$ cat config.mk
export PLATFORM = sky130hd
export DESIGN_NAME = qr_gate_control
export DESIGN_NICKNAME = d
export VERILOG_FILES = /design/src/qr_gate_pkg.sv /design/src/period_tick.sv /design/src/qr_gate_control.sv
export VERILOG_INCLUDE_DIRS = /design/src
export SDC_FILE = /design/constraint.sdc
export NUM_CORES = 1
export LEC_CHECK = 0
export BUFFER_PORTS_ARGS = -buffer_cell sky130_fd_sc_hd__buf_4
export CAP_MARGIN = 0
export CORE_UTILIZATION = 30
export CTS_BUF_LIST = sky130_fd_sc_hd__clkbuf_4 sky130_fd_sc_hd__clkbuf_8 sky130_fd_sc_hd__clkbuf_16
export CTS_CLUSTER_SIZE = 40
export DETAILED_ROUTE_END_ITERATION = 7
export HOLD_SLACK_MARGIN = 0.06
export PLACE_DENSITY = 0.52
export SYNTH_ARGS = -nofsm -noshare
export SYNTH_HDL_FRONTEND = slang
export SYNTH_HIERARCHICAL = 1
export SYNTH_SLANG_ARGS = --single-unit
$ cat constraint.sdc
create_clock -name CLOCK -period 2.5 [get_ports CLOCK]
set_clock_uncertainty 0.05 [all_clocks]
set_input_delay 0.375 -clock CLOCK [delete_from_list [all_inputs] [get_ports CLOCK]]
set_output_delay 0.375 -clock CLOCK [all_outputs]
set_load 0.05 [all_outputs]
$ cat src/qr_gate_cfg.svh
/*
 Constants of the quasi-resonant gate control: timing figures in their own
 units with derived cycle counts, counter limits and register map.
 Assumes a 20 MHz system clock; all counts are derived from CLK_MHZ.
*/
`ifndef QR_GATE_CFG_SVH
`define QR_GATE_CFG_SVH

// System clock rate
`define CLK_MHZ 20

// Least times in nanoseconds, rounded up to whole cycles
`define RING_SHORT_NS 3000
`define RING_LONG_NS 30000
`define BURST_ARM_NS 12000
`define RESTART_NS 50000
`define NS_TO_CYC(ns) ((((ns) * `CLK_MHZ) + 999) / 1000)
`define RING_SHORT_CYC `NS_TO_CYC(`RING_SHORT_NS)
`define RING_LONG_CYC `NS_TO_CYC(`RING_LONG_NS)
`define BURST_ARM_CYC `NS_TO_CYC(`BURST_ARM_NS)
`define RESTART_CYC `NS_TO_CYC(`RESTART_NS)

// Skip counter step period in milliseconds
`define STEP_MS 50
`define STEP_CYC (`STEP_MS * 1000 * 1000 * `CLK_MHZ / 1000)

// Skip counter values
`define SKIP_RESET 4'h1
`define SKIP_JUMP 4'h1
`define SKIP_FLOOR 4'h1
`define SKIP_CEIL 4'hf

// Register map
`define CTRL_OFS 8'h00
`define STATUS_OFS 8'h04
`define CTRL_RUN_BIT 0
`define CTRL_RUN_RESET 1'b1
`define ST_SKIP_LSB 0
`define ST_ZC_LSB 4
`define ST_GATE_BIT 8
`define ST_OV_BIT 9
`define ST_FAULT_BIT 10
`define ST_MAINS_BIT 11
`define ST_BURST_BIT 12
`define ST_MODE_LSB 13
`define ST_RING_BIT 15

// AXI responses
`define RESP_OKAY 2'b00
`define RESP_SLVERR 2'b10

`endif

$ cat src/qr_gate_pkg.sv
/*
 Types of the quasi-resonant gate control: bus carriers, comparator
 flags, drive outputs and operating modes.
 Assumes the constants header is included by the design files.
*/
package qr_gate_pkg;

	// AXI4-Lite master to slave
	typedef struct packed {
		logic [7:0] awaddr;
		logic awvalid;
		logic [31:0] wdata;
		logic [3:0] wstrb;
		logic wvalid;
		logic bready;
		logic [7:0] araddr;
		logic arvalid;
		logic rready;
	} axi_req_s;

	// AXI4-Lite slave to master
	typedef struct packed {
		logic awready;
		logic wready;
		logic bvalid;
		logic [1:0] bresp;
		logic arready;
		logic rvalid;
		logic [31:0] rdata;
		logic [1:0] rresp;
	} axi_rsp_s;

	// Analog comparator results, high when the named condition holds
	typedef struct packed {
		logic zc_below_low;
		logic zc_below_restart;
		logic zc_above_1v;
		logic zc_above_primreg;
		logic zc_above_inter;
		logic sim_reached_fb;
		logic fb_below_lower;
		logic fb_above_upper;
		logic fb_above_jump;
		logic fb_below_burst;
		logic supply_above_on;
		logic supply_below_off;
		logic supply_below_off_burst;
		logic supply_above_ov;
		logic supply_below_ov_clear;
		logic fault_above;
		logic mains_low;
	} sense_s;

	// Outputs to the power stage
	typedef struct packed {
		logic gate;
		logic discharge_sink;
		logic charge_res_on;
		logic burst_threshold;
	} drive_s;

	// Operating modes
	typedef enum logic [1:0] {
		MODE_STARTUP,
		MODE_SOFT,
		MODE_RUN
	} mode_e;

endpackage

$ cat src/period_tick.sv
/*
 Periodic one-cycle tick from a cycle counter with a hold input.
 Assumes one clock and a synchronous active-low reset.
*/
`timescale 1ns/1ns
module period_tick #(
	parameter int W = 20,
	parameter logic [W-1:0] LAST = '1
) (
	// Clock and reset
	input wire logic clk,
	input wire logic rst_b,
	// Restart the period while high
	input wire logic hold,
	// One-cycle pulse at the end of each period
	output logic tick
);
	// Whole state of the divider
	typedef struct packed {
		logic [W-1:0] count;
		logic tick;
	} tick_s;

	tick_s st; // Current state
	tick_s next_st; // Next state

	// Count up, wrap and pulse
	always_comb begin
		next_st = st;
		next_st.tick = 1'b0;
		if (hold) begin
			next_st.count = '0;
		end else if (st.count == LAST) begin
			next_st.count = '0;
			next_st.tick = 1'b1;
		end else begin
			next_st.count = st.count + 1'b1;
		end
	end

	// State register
	always_ff @(posedge clk) begin
		if (!rst_b) begin
			st <= '0;
		end else begin
			st <= next_st;
		end
	end

	assign tick = st.tick;
endmodule

$ cat src/qr_gate_control.sv
/*
 Switching logic of a quasi-resonant flyback controller: valley counting,
 skip counter, ringing suppression, restart, burst mode, protection latches
 and an AXI4-Lite register slave.
 Assumes all comparator flags are synchronous to CLOCK.
*/
// Local design decisions: register access over AXI4-Lite and the placing of the registers.
// Behaviour
// - Count each falling crossing below low threshold
// - Turn gate on when crossings equal skip
// - Hold gate low while above low threshold
// - Current reaching feedback ends pulse, starts suppression
// - Suppression short above 1V, ten times longer below
// - Discharge sink follows primary regulation comparator
// - Intermediate flag disconnects charging resistor at restart
// - Gate falling edge reconnects charging resistor
// - Four-bit skip counter of ignored crossings
// - Low feedback increments skip each step
// - High feedback decrements, middle range holds
// - Load jump sets skip to one immediately
// - Range flags acted on only at step tick
// - Range flags cleared after each step tick
// - Burst comparator armed after soft-start delay
// - Burst forces gate low, raises turn-off threshold
// - Burst turn-off restarts, turn-on restores threshold
// - Restart pulse turns gate on when idle
// - Restart suppressed above restart threshold
// - Overvoltage latch disables gate until supply drops
// - Fault latch disables gate, same clearing
// - Mains undervoltage latches gate low
`timescale 1ns/1ns
`include "qr_gate_cfg.svh"
module qr_gate_control #(
	parameter int STEP_CYCLES = `STEP_CYC
) (
	// Clock and reset
	input wire logic CLOCK,
	input wire logic RST_B,
	// Register bus
	input wire qr_gate_pkg::axi_req_s AXI_IN,
	output qr_gate_pkg::axi_rsp_s AXI_OUT,
	// Comparators and power stage
	input wire qr_gate_pkg::sense_s SENSE,
	output qr_gate_pkg::drive_s DRIVE
);
	import qr_gate_pkg::*;

	// Whole state of the block
	typedef struct packed {
		mode_e mode; // Start-up, soft start or run
		logic [9:0] arm_cnt; // Burst arming delay
		logic [9:0] ring_cnt; // Ringing suppression left
		logic [3:0] skip; // Crossings to skip
		logic [3:0] zc_cnt; // Crossings this off-period
		logic zc_low_d; // Previous low-threshold flag
		logic gate; // Gate drive
		logic sink; // Discharge sink enable
		logic res_on; // Charging resistor connected
		logic inter_flag; // Intermediate threshold seen
		logic burst; // Burst mode active
		logic ov; // Overvoltage latch
		logic fault; // Fault comparator latch
		logic mains; // Mains undervoltage latch
		logic range_low; // Feedback below lower limit seen
		logic range_high; // Feedback above upper limit seen
		logic ctrl_run; // Software gate enable
		logic aw_held; // Write address captured
		logic [7:0] aw_addr; // Captured write address
		logic w_held; // Write data captured
		logic [31:0] w_data; // Captured write data
		logic [3:0] w_strb; // Captured byte enables
		axi_rsp_s axi; // Bus answer flops
	} state_s;

	localparam logic [9:0] RING_SHORT = 10'(`RING_SHORT_CYC);
	localparam logic [9:0] RING_LONG = 10'(`RING_LONG_CYC);
	localparam logic [9:0] ARM_LAST = 10'(`BURST_ARM_CYC - 1);

	state_s st; // Current state
	state_s next_st; // Next state
	logic step_tick; // Skip counter step
	logic restart_tick; // Restart pulse
	logic restart_hold; // Restart timer held
	logic crossing; // Falling crossing this cycle
	logic blocked; // Any reason keeping gate low, ringing suppression aside
	logic ring_active; // Suppression running
	logic operating; // Reference is on
	logic low_seen; // Lower range at step
	logic high_seen; // Upper range at step
	logic [3:0] zc_inc; // Count after this crossing

	// Saturating increment of a 4-bit count
	function automatic logic [3:0] sat_inc(input logic [3:0] v);
		sat_inc = (v == `SKIP_CEIL) ? v : v + 4'h1;
	endfunction

	// Status word assembled from the state
	function automatic logic [31:0] status_word(input state_s s);
		logic [31:0] w;
		w = 32'h00000000;
		w[`ST_SKIP_LSB +: 4] = s.skip;
		w[`ST_ZC_LSB +: 4] = s.zc_cnt;
		w[`ST_GATE_BIT] = s.gate;
		w[`ST_OV_BIT] = s.ov;
		w[`ST_FAULT_BIT] = s.fault;
		w[`ST_MAINS_BIT] = s.mains;
		w[`ST_BURST_BIT] = s.burst;
		w[`ST_MODE_LSB +: 2] = s.mode;
		w[`ST_RING_BIT] = (s.ring_cnt != 10'h000);
		status_word = w;
	endfunction

	// Step period divider
	period_tick #(
		.W(20),
		.LAST(20'(STEP_CYCLES - 1))
	) step_div (
		.clk(CLOCK),
		.rst_b(RST_B),
		.hold(1'b0),
		.tick(step_tick)
	);

	// Restart timer runs only while idle below the restart threshold
	assign restart_hold = !(SENSE.zc_below_restart && !st.gate);
	period_tick #(
		.W(10),
		.LAST(10'(`RESTART_CYC - 1))
	) restart_div (
		.clk(CLOCK),
		.rst_b(RST_B),
		.hold(restart_hold),
		.tick(restart_tick)
	);

	// Decoded conditions
	always_comb begin
		crossing = SENSE.zc_below_low && !st.zc_low_d;
		zc_inc = sat_inc(st.zc_cnt);
		ring_active = (st.ring_cnt != 10'h000);
		operating = (st.mode != MODE_STARTUP);
		// Any of these keeps the gate low
		blocked = !SENSE.zc_below_low
			|| st.ov
			|| st.fault
			|| st.mains
			|| st.burst
			|| !operating
			|| !st.ctrl_run;
		low_seen = st.range_low || SENSE.fb_below_lower;
		high_seen = st.range_high || SENSE.fb_above_upper;
	end

	// Switching, counters, modes and bus
	always_comb begin
		next_st = st;
		next_st.zc_low_d = SENSE.zc_below_low;
		next_st.sink = SENSE.zc_above_primreg;
		// Crossing counter
		if (crossing) begin
			next_st.zc_cnt = zc_inc;
		end
		// Suppression countdown
		if (ring_active) begin
			next_st.ring_cnt = st.ring_cnt - 10'h001;
		end
		// Gate control
		if (st.gate) begin
			if (SENSE.sim_reached_fb) begin
				next_st.gate = 1'b0;
				// Length picked from the ringing level
				next_st.ring_cnt = SENSE.zc_above_1v ? RING_SHORT : RING_LONG;
			end else if (blocked) begin
				next_st.gate = 1'b0;
			end
			if (!next_st.gate) begin
				next_st.zc_cnt = 4'h0;
			end
		end else if (!blocked && !ring_active) begin
			// Valley match or idle restart
			if (crossing && zc_inc == st.skip) begin
				next_st.gate = 1'b1;
			end else if (restart_tick) begin
				next_st.gate = 1'b1;
			end
		end
		// Charging resistor: set wins over the clear of the flag
		next_st.inter_flag = SENSE.zc_above_inter
			|| (st.inter_flag && !SENSE.zc_below_restart);
		if (st.inter_flag && SENSE.zc_below_restart) begin
			next_st.res_on = 1'b0;
		end
		if (st.gate && !next_st.gate) begin
			next_st.res_on = 1'b1;
		end
		// Skip counter, held between ticks except on a load jump
		if (SENSE.fb_above_jump) begin
			next_st.skip = `SKIP_JUMP;
		end else if (step_tick) begin
			if (low_seen && !high_seen) begin
				next_st.skip = sat_inc(st.skip);
			end else if (high_seen && !low_seen && st.skip != `SKIP_FLOOR) begin
				next_st.skip = st.skip - 4'h1;
			end
		end
		// Range flags: the tick consumes what arrived in its own cycle
		if (step_tick) begin
			next_st.range_low = 1'b0;
			next_st.range_high = 1'b0;
		end else begin
			next_st.range_low = st.range_low || SENSE.fb_below_lower;
			next_st.range_high = st.range_high || SENSE.fb_above_upper;
		end
		// Protection latches, set wins over clear
		next_st.ov = SENSE.supply_above_ov
			|| (st.ov && !SENSE.supply_below_ov_clear);
		next_st.fault = SENSE.fault_above
			|| (st.fault && !SENSE.supply_below_ov_clear);
		next_st.mains = (!st.gate && SENSE.mains_low)
			|| (st.mains && operating);
		// Operating mode
		unique case (st.mode)
			MODE_STARTUP: begin
				if (SENSE.supply_above_on) begin
					next_st.mode = MODE_SOFT;
					next_st.arm_cnt = 10'h000;
					next_st.burst = 1'b0;
				end
			end
			MODE_SOFT: begin
				// Burst comparator ignored until armed
				if (st.arm_cnt == ARM_LAST) begin
					next_st.mode = MODE_RUN;
				end else begin
					next_st.arm_cnt = st.arm_cnt + 10'h001;
				end
			end
			MODE_RUN: begin
				if (SENSE.fb_below_burst) begin
					next_st.burst = 1'b1;
				end
			end
		endcase
		// Supply turn-off at the active threshold
		if (operating) begin
			if (st.burst ? SENSE.supply_below_off_burst : SENSE.supply_below_off) begin
				next_st.mode = MODE_STARTUP;
			end
		end
		// Bus write channels
		if (AXI_IN.awvalid && st.axi.awready) begin
			next_st.aw_held = 1'b1;
			next_st.aw_addr = AXI_IN.awaddr;
		end
		if (AXI_IN.wvalid && st.axi.wready) begin
			next_st.w_held = 1'b1;
			next_st.w_data = AXI_IN.wdata;
			next_st.w_strb = AXI_IN.wstrb;
		end
		// Write performed once both halves are held
		if (st.aw_held && st.w_held && !st.axi.bvalid) begin
			next_st.aw_held = 1'b0;
			next_st.w_held = 1'b0;
			next_st.axi.bvalid = 1'b1;
			next_st.axi.bresp = `RESP_OKAY;
			if (st.aw_addr == `CTRL_OFS) begin
				if (st.w_strb[0]) begin
					next_st.ctrl_run = st.w_data[`CTRL_RUN_BIT];
				end
			end else if (st.aw_addr != `STATUS_OFS) begin
				next_st.axi.bresp = `RESP_SLVERR;
			end
		end else if (st.axi.bvalid && AXI_IN.bready) begin
			next_st.axi.bvalid = 1'b0;
		end
		next_st.axi.awready = !next_st.aw_held && !next_st.axi.bvalid;
		next_st.axi.wready = !next_st.w_held && !next_st.axi.bvalid;
		// Bus read channel
		if (AXI_IN.arvalid && st.axi.arready) begin
			next_st.axi.rvalid = 1'b1;
			next_st.axi.rresp = `RESP_OKAY;
			if (AXI_IN.araddr == `CTRL_OFS) begin
				next_st.axi.rdata = {31'h00000000, st.ctrl_run};
			end else if (AXI_IN.araddr == `STATUS_OFS) begin
				next_st.axi.rdata = status_word(st);
			end else begin
				next_st.axi.rdata = 32'h00000000;
				next_st.axi.rresp = `RESP_SLVERR;
			end
		end else if (st.axi.rvalid && AXI_IN.rready) begin
			next_st.axi.rvalid = 1'b0;
		end
		next_st.axi.arready = !next_st.axi.rvalid;
	end

	// State register with defined reset values
	always_ff @(posedge CLOCK) begin
		if (!RST_B) begin
			st <= '0;
			st.skip <= `SKIP_RESET;
			st.res_on <= 1'b1;
			st.ctrl_run <= `CTRL_RUN_RESET;
			st.axi.awready <= 1'b1;
			st.axi.wready <= 1'b1;
			st.axi.arready <= 1'b1;
		end else begin
			st <= next_st;
		end
	end

	// Outputs straight from the state flops
	assign AXI_OUT = st.axi;
	assign DRIVE = '{gate: st.gate, discharge_sink: st.sink,
		charge_res_on: st.res_on, burst_threshold: st.burst};
endmodule

==> metrics.md <==
| Metric | Value |
|---|---|
| Yosys cell types | 55 |
| Grt ovf | 0 |
| CP top delay family | compound AO/OA/AOI/OAI gates |
| Antenna diode count | 0 |
| Asr flop ratio synth | 0 |
| Setup WS pre-CTS | 406 ps |
| Worst-path clk slew | 70 ps |
| Final min period | 2130 ps |
| DR vias | 3968 |
| Die area | 17700 um2 |
| Final setup viols | 0 |
| Max Cap Viol | 0 |
| Final Instance Count excl. Fillers | 855 |
| Post-CTS Resized | 0 |
| EDFF count, synth | 0 |
| Setup Buffers After CTS | 0 |
| Slew Limit Fails | 0 |
| Cts bufs inserted | 9 |
| Req. time, crit path | 2730 ps |
| Die Y | 133 um |
| Crit Path Class | reg -> reg |
| Hold path depth | 2 |
| Crit path depth | 6 |
| Drt first-iter violations | 150 |
| R2R depth | 6 |
| Hold_buf cts | 0 |
| RSZ-0062 raised after global routing | no |
| Met2 WL | 5.17 mm |
| PwrDens | 660 nW/um2 |
| CP startpoint kind | flop |
| Dpl cells | 839 |
| PortBufs | 68 |
| Worst setup margin | 374 ps |
| Crit Path Max Fanout | 6 |
| Antenna Violating Nets Remaining | 0 |
| Worst path max stage delay | 440 ps |
| Number of synthesis warnings | 6 |
| DR WL met3 | 375 um |
| Hold WS | 179 ps |
| Initial antenna violation count | 0 |
| Number of global-route vias before repair | 3809 |
| Top cells by area, synth | dfxtp_1 42%, buf_4 6.7%, nor2_1 4.5%, nand2_1 3.9%, xnor2_1 3.4% |
| Maximum vdd drop | 0.329 mV |
| Setup TNS | 0 ps |
| Clock Latency Late Sink | 350 ps |
| Starting Density | 0.309 |
| Largest net degree at the start of global routing | 32 |
| Chip width | 133 um |
| Share of layout cells above drive strength 1 | 0.159 |
| # clock sinks | 109 |
| First-pass GRT wire length | 18.0 mm |
| Fmax | 470 MHz |
| I/O pin count | 121 |
| Hold Crit Class | in -> reg |
| Clk root buf | clkbuf_16 |
| M1 WL | 5.04 mm |
| Crit share post-route | 0.850 |
| Detailed-route wire length | 10.7 mm |
| Worst setup EP type | flop |
| Top cells by count, synth | 109 x dfxtp_1, 62 x nor2_1, 53 x nand2_1 |
| Area leader, netlist | dfxtp_1 |
| Core area | 16600 um2 |
| Worst-Margin Slew | 521 ps |
| DR vias/cell | 4.64 |
| TritonCTS clock tree | yes |
| Residual DRC count | 0 |
| Most common cell in the synthesized netlist | dfxtp_1 |
| Slowest-stage cell, CP | dfxtp_1 |
| First-pass DRT Iterations | 4 |
| Wire per inst | 12.6 um |
| Slew headroom | 0.651 |
| Register bit count reported by yosys | 109 |
| CTS H-tree lvls | 3 |
| Post-Synthesis Cells | 586 |
| Row cnt | 47 |
| GRT Util Overall | 0.125 |
| Crit path DAT | 2350 ps |
| Dpl hpwl | 7.97 mm |
| Uppermost layer routed | met4 |
| Leak pwr | 2.24 nW |
| Maximum clock path buffer count | 2 |
| Buf/Inv on CP | 1 |
| Post-Syn Area | 5140 um2 |
| CP Cell Sequence | inv_1, ha_1, a2111oi_0, o21ai_1, or3_1, a21oi_1 |
| Layout Area Growth over Synthesis | 15.1% |
| Top FF cell, synth | dfxtp_1 |
| Post-synth top area share | 0.425 |
| Fin nets | 714 |
| Placer Congestion | 0.785 |
| Post-synthesis sequential area ratio | 0.425 |
| Syn Area/Cell | 8.77 um2 |
| Outcome | finished clean |
| Final hold vios | 0 |
path summary, 6_finish.rpt:
path	start	end	slack [ps]
max	st[104]	st[105]	370
min	SENSE[13]	DRIVE[2]	180
max reg2reg	st[104]	st[105]	370
min reg2reg	restart_div/st[1]	restart_div/st[1]	410
cells in the final DEF (no fill, tap or decap), types with 5 or more instances in the layout:
cell,count
a21boi_0,15
a21oi_1,18
a22oi_1,15
and2_1,8
buf_4,74
clkbuf_16,9
conb_1,19
dfxtp_1,109
ha_1,8
inv_1,24
mux2i_1,10
nand2_1,53
nand2b_1,6
nand3_1,15
nand4_1,14
nor2_1,62
nor2b_1,25
nor3_1,11
nor4_1,11
o21a_1,5
o21ai_0,19
or3_1,6
or4_1,7
xnor2_1,20
xor2_1,16
through the flow:
| stage | utilization | total power [mW] | cell area, um2 |
|---|---|---|---|
| floorplan | - | 2.45 | 5210 |
| global placement | 0.339 | 2.57 | 5630 |
| detailed placement | 0.339 | 2.58 | 5630 |
| CTS | 0.355 | 3.97 | 5910 |
| global route | 0.355 | 4.13 | 5910 |
| finish | 0.355 | 3.90 | 5910 |
final cells by class:
cell class / instances / area (um2)
Clock buffer: 10 / 233
Clock inverter: 6 / 46.3
Fill cell: 1732 / 10700
Inverter: 24 / 90.1
Multi-Input combinational cell: 412 / 2530
Sequential cell: 109 / 2180
Tap cell: 220 / 275
Timing Repair Buffer: 74 / 556
logic make-up after synthesis:
| group | synth area share |
|---|---|
| simple gates | 0.249 |
| flops | 0.425 |
| compound gates | 0.129 |
| buf+inv | 0.0959 |
| xor+xnor | 0.0614 |
| mux | 0.0195 |
| fa+ha+maj | 0.0195 |
| other cells | 0.000730 |
registers in the layout, summed over array words and instances, names as in the netlist:
signal / flops
restart_div/tick: 1
DRIVE: 4
AXI_OUT: 23
st: 50
step_div/st: 20
restart_div/st: 10
step_div/tick: 1
metal layers:
| metal | global-route usage | vias up |
|---|---|---|
| li1 | - | 2059 |
| met1 | 0.153 | 1842 |
| met2 | 0.215 | 56 |
| met3 | 0.0291 | 11 |
| met4 | 0.0441 | 0 |
| met5 | 0 | - |
report_power, final:
part | switching, mW | internal, mW | total, mW
clock network | 0.666 | 0.695 | 1.36
logic | 0.380 | 0.254 | 0.634
registers | 0.0803 | 1.83 | 1.91
total | 1.13 | 2.78 | 3.90
No activity file was read; power rests on OpenSTA's default activity.
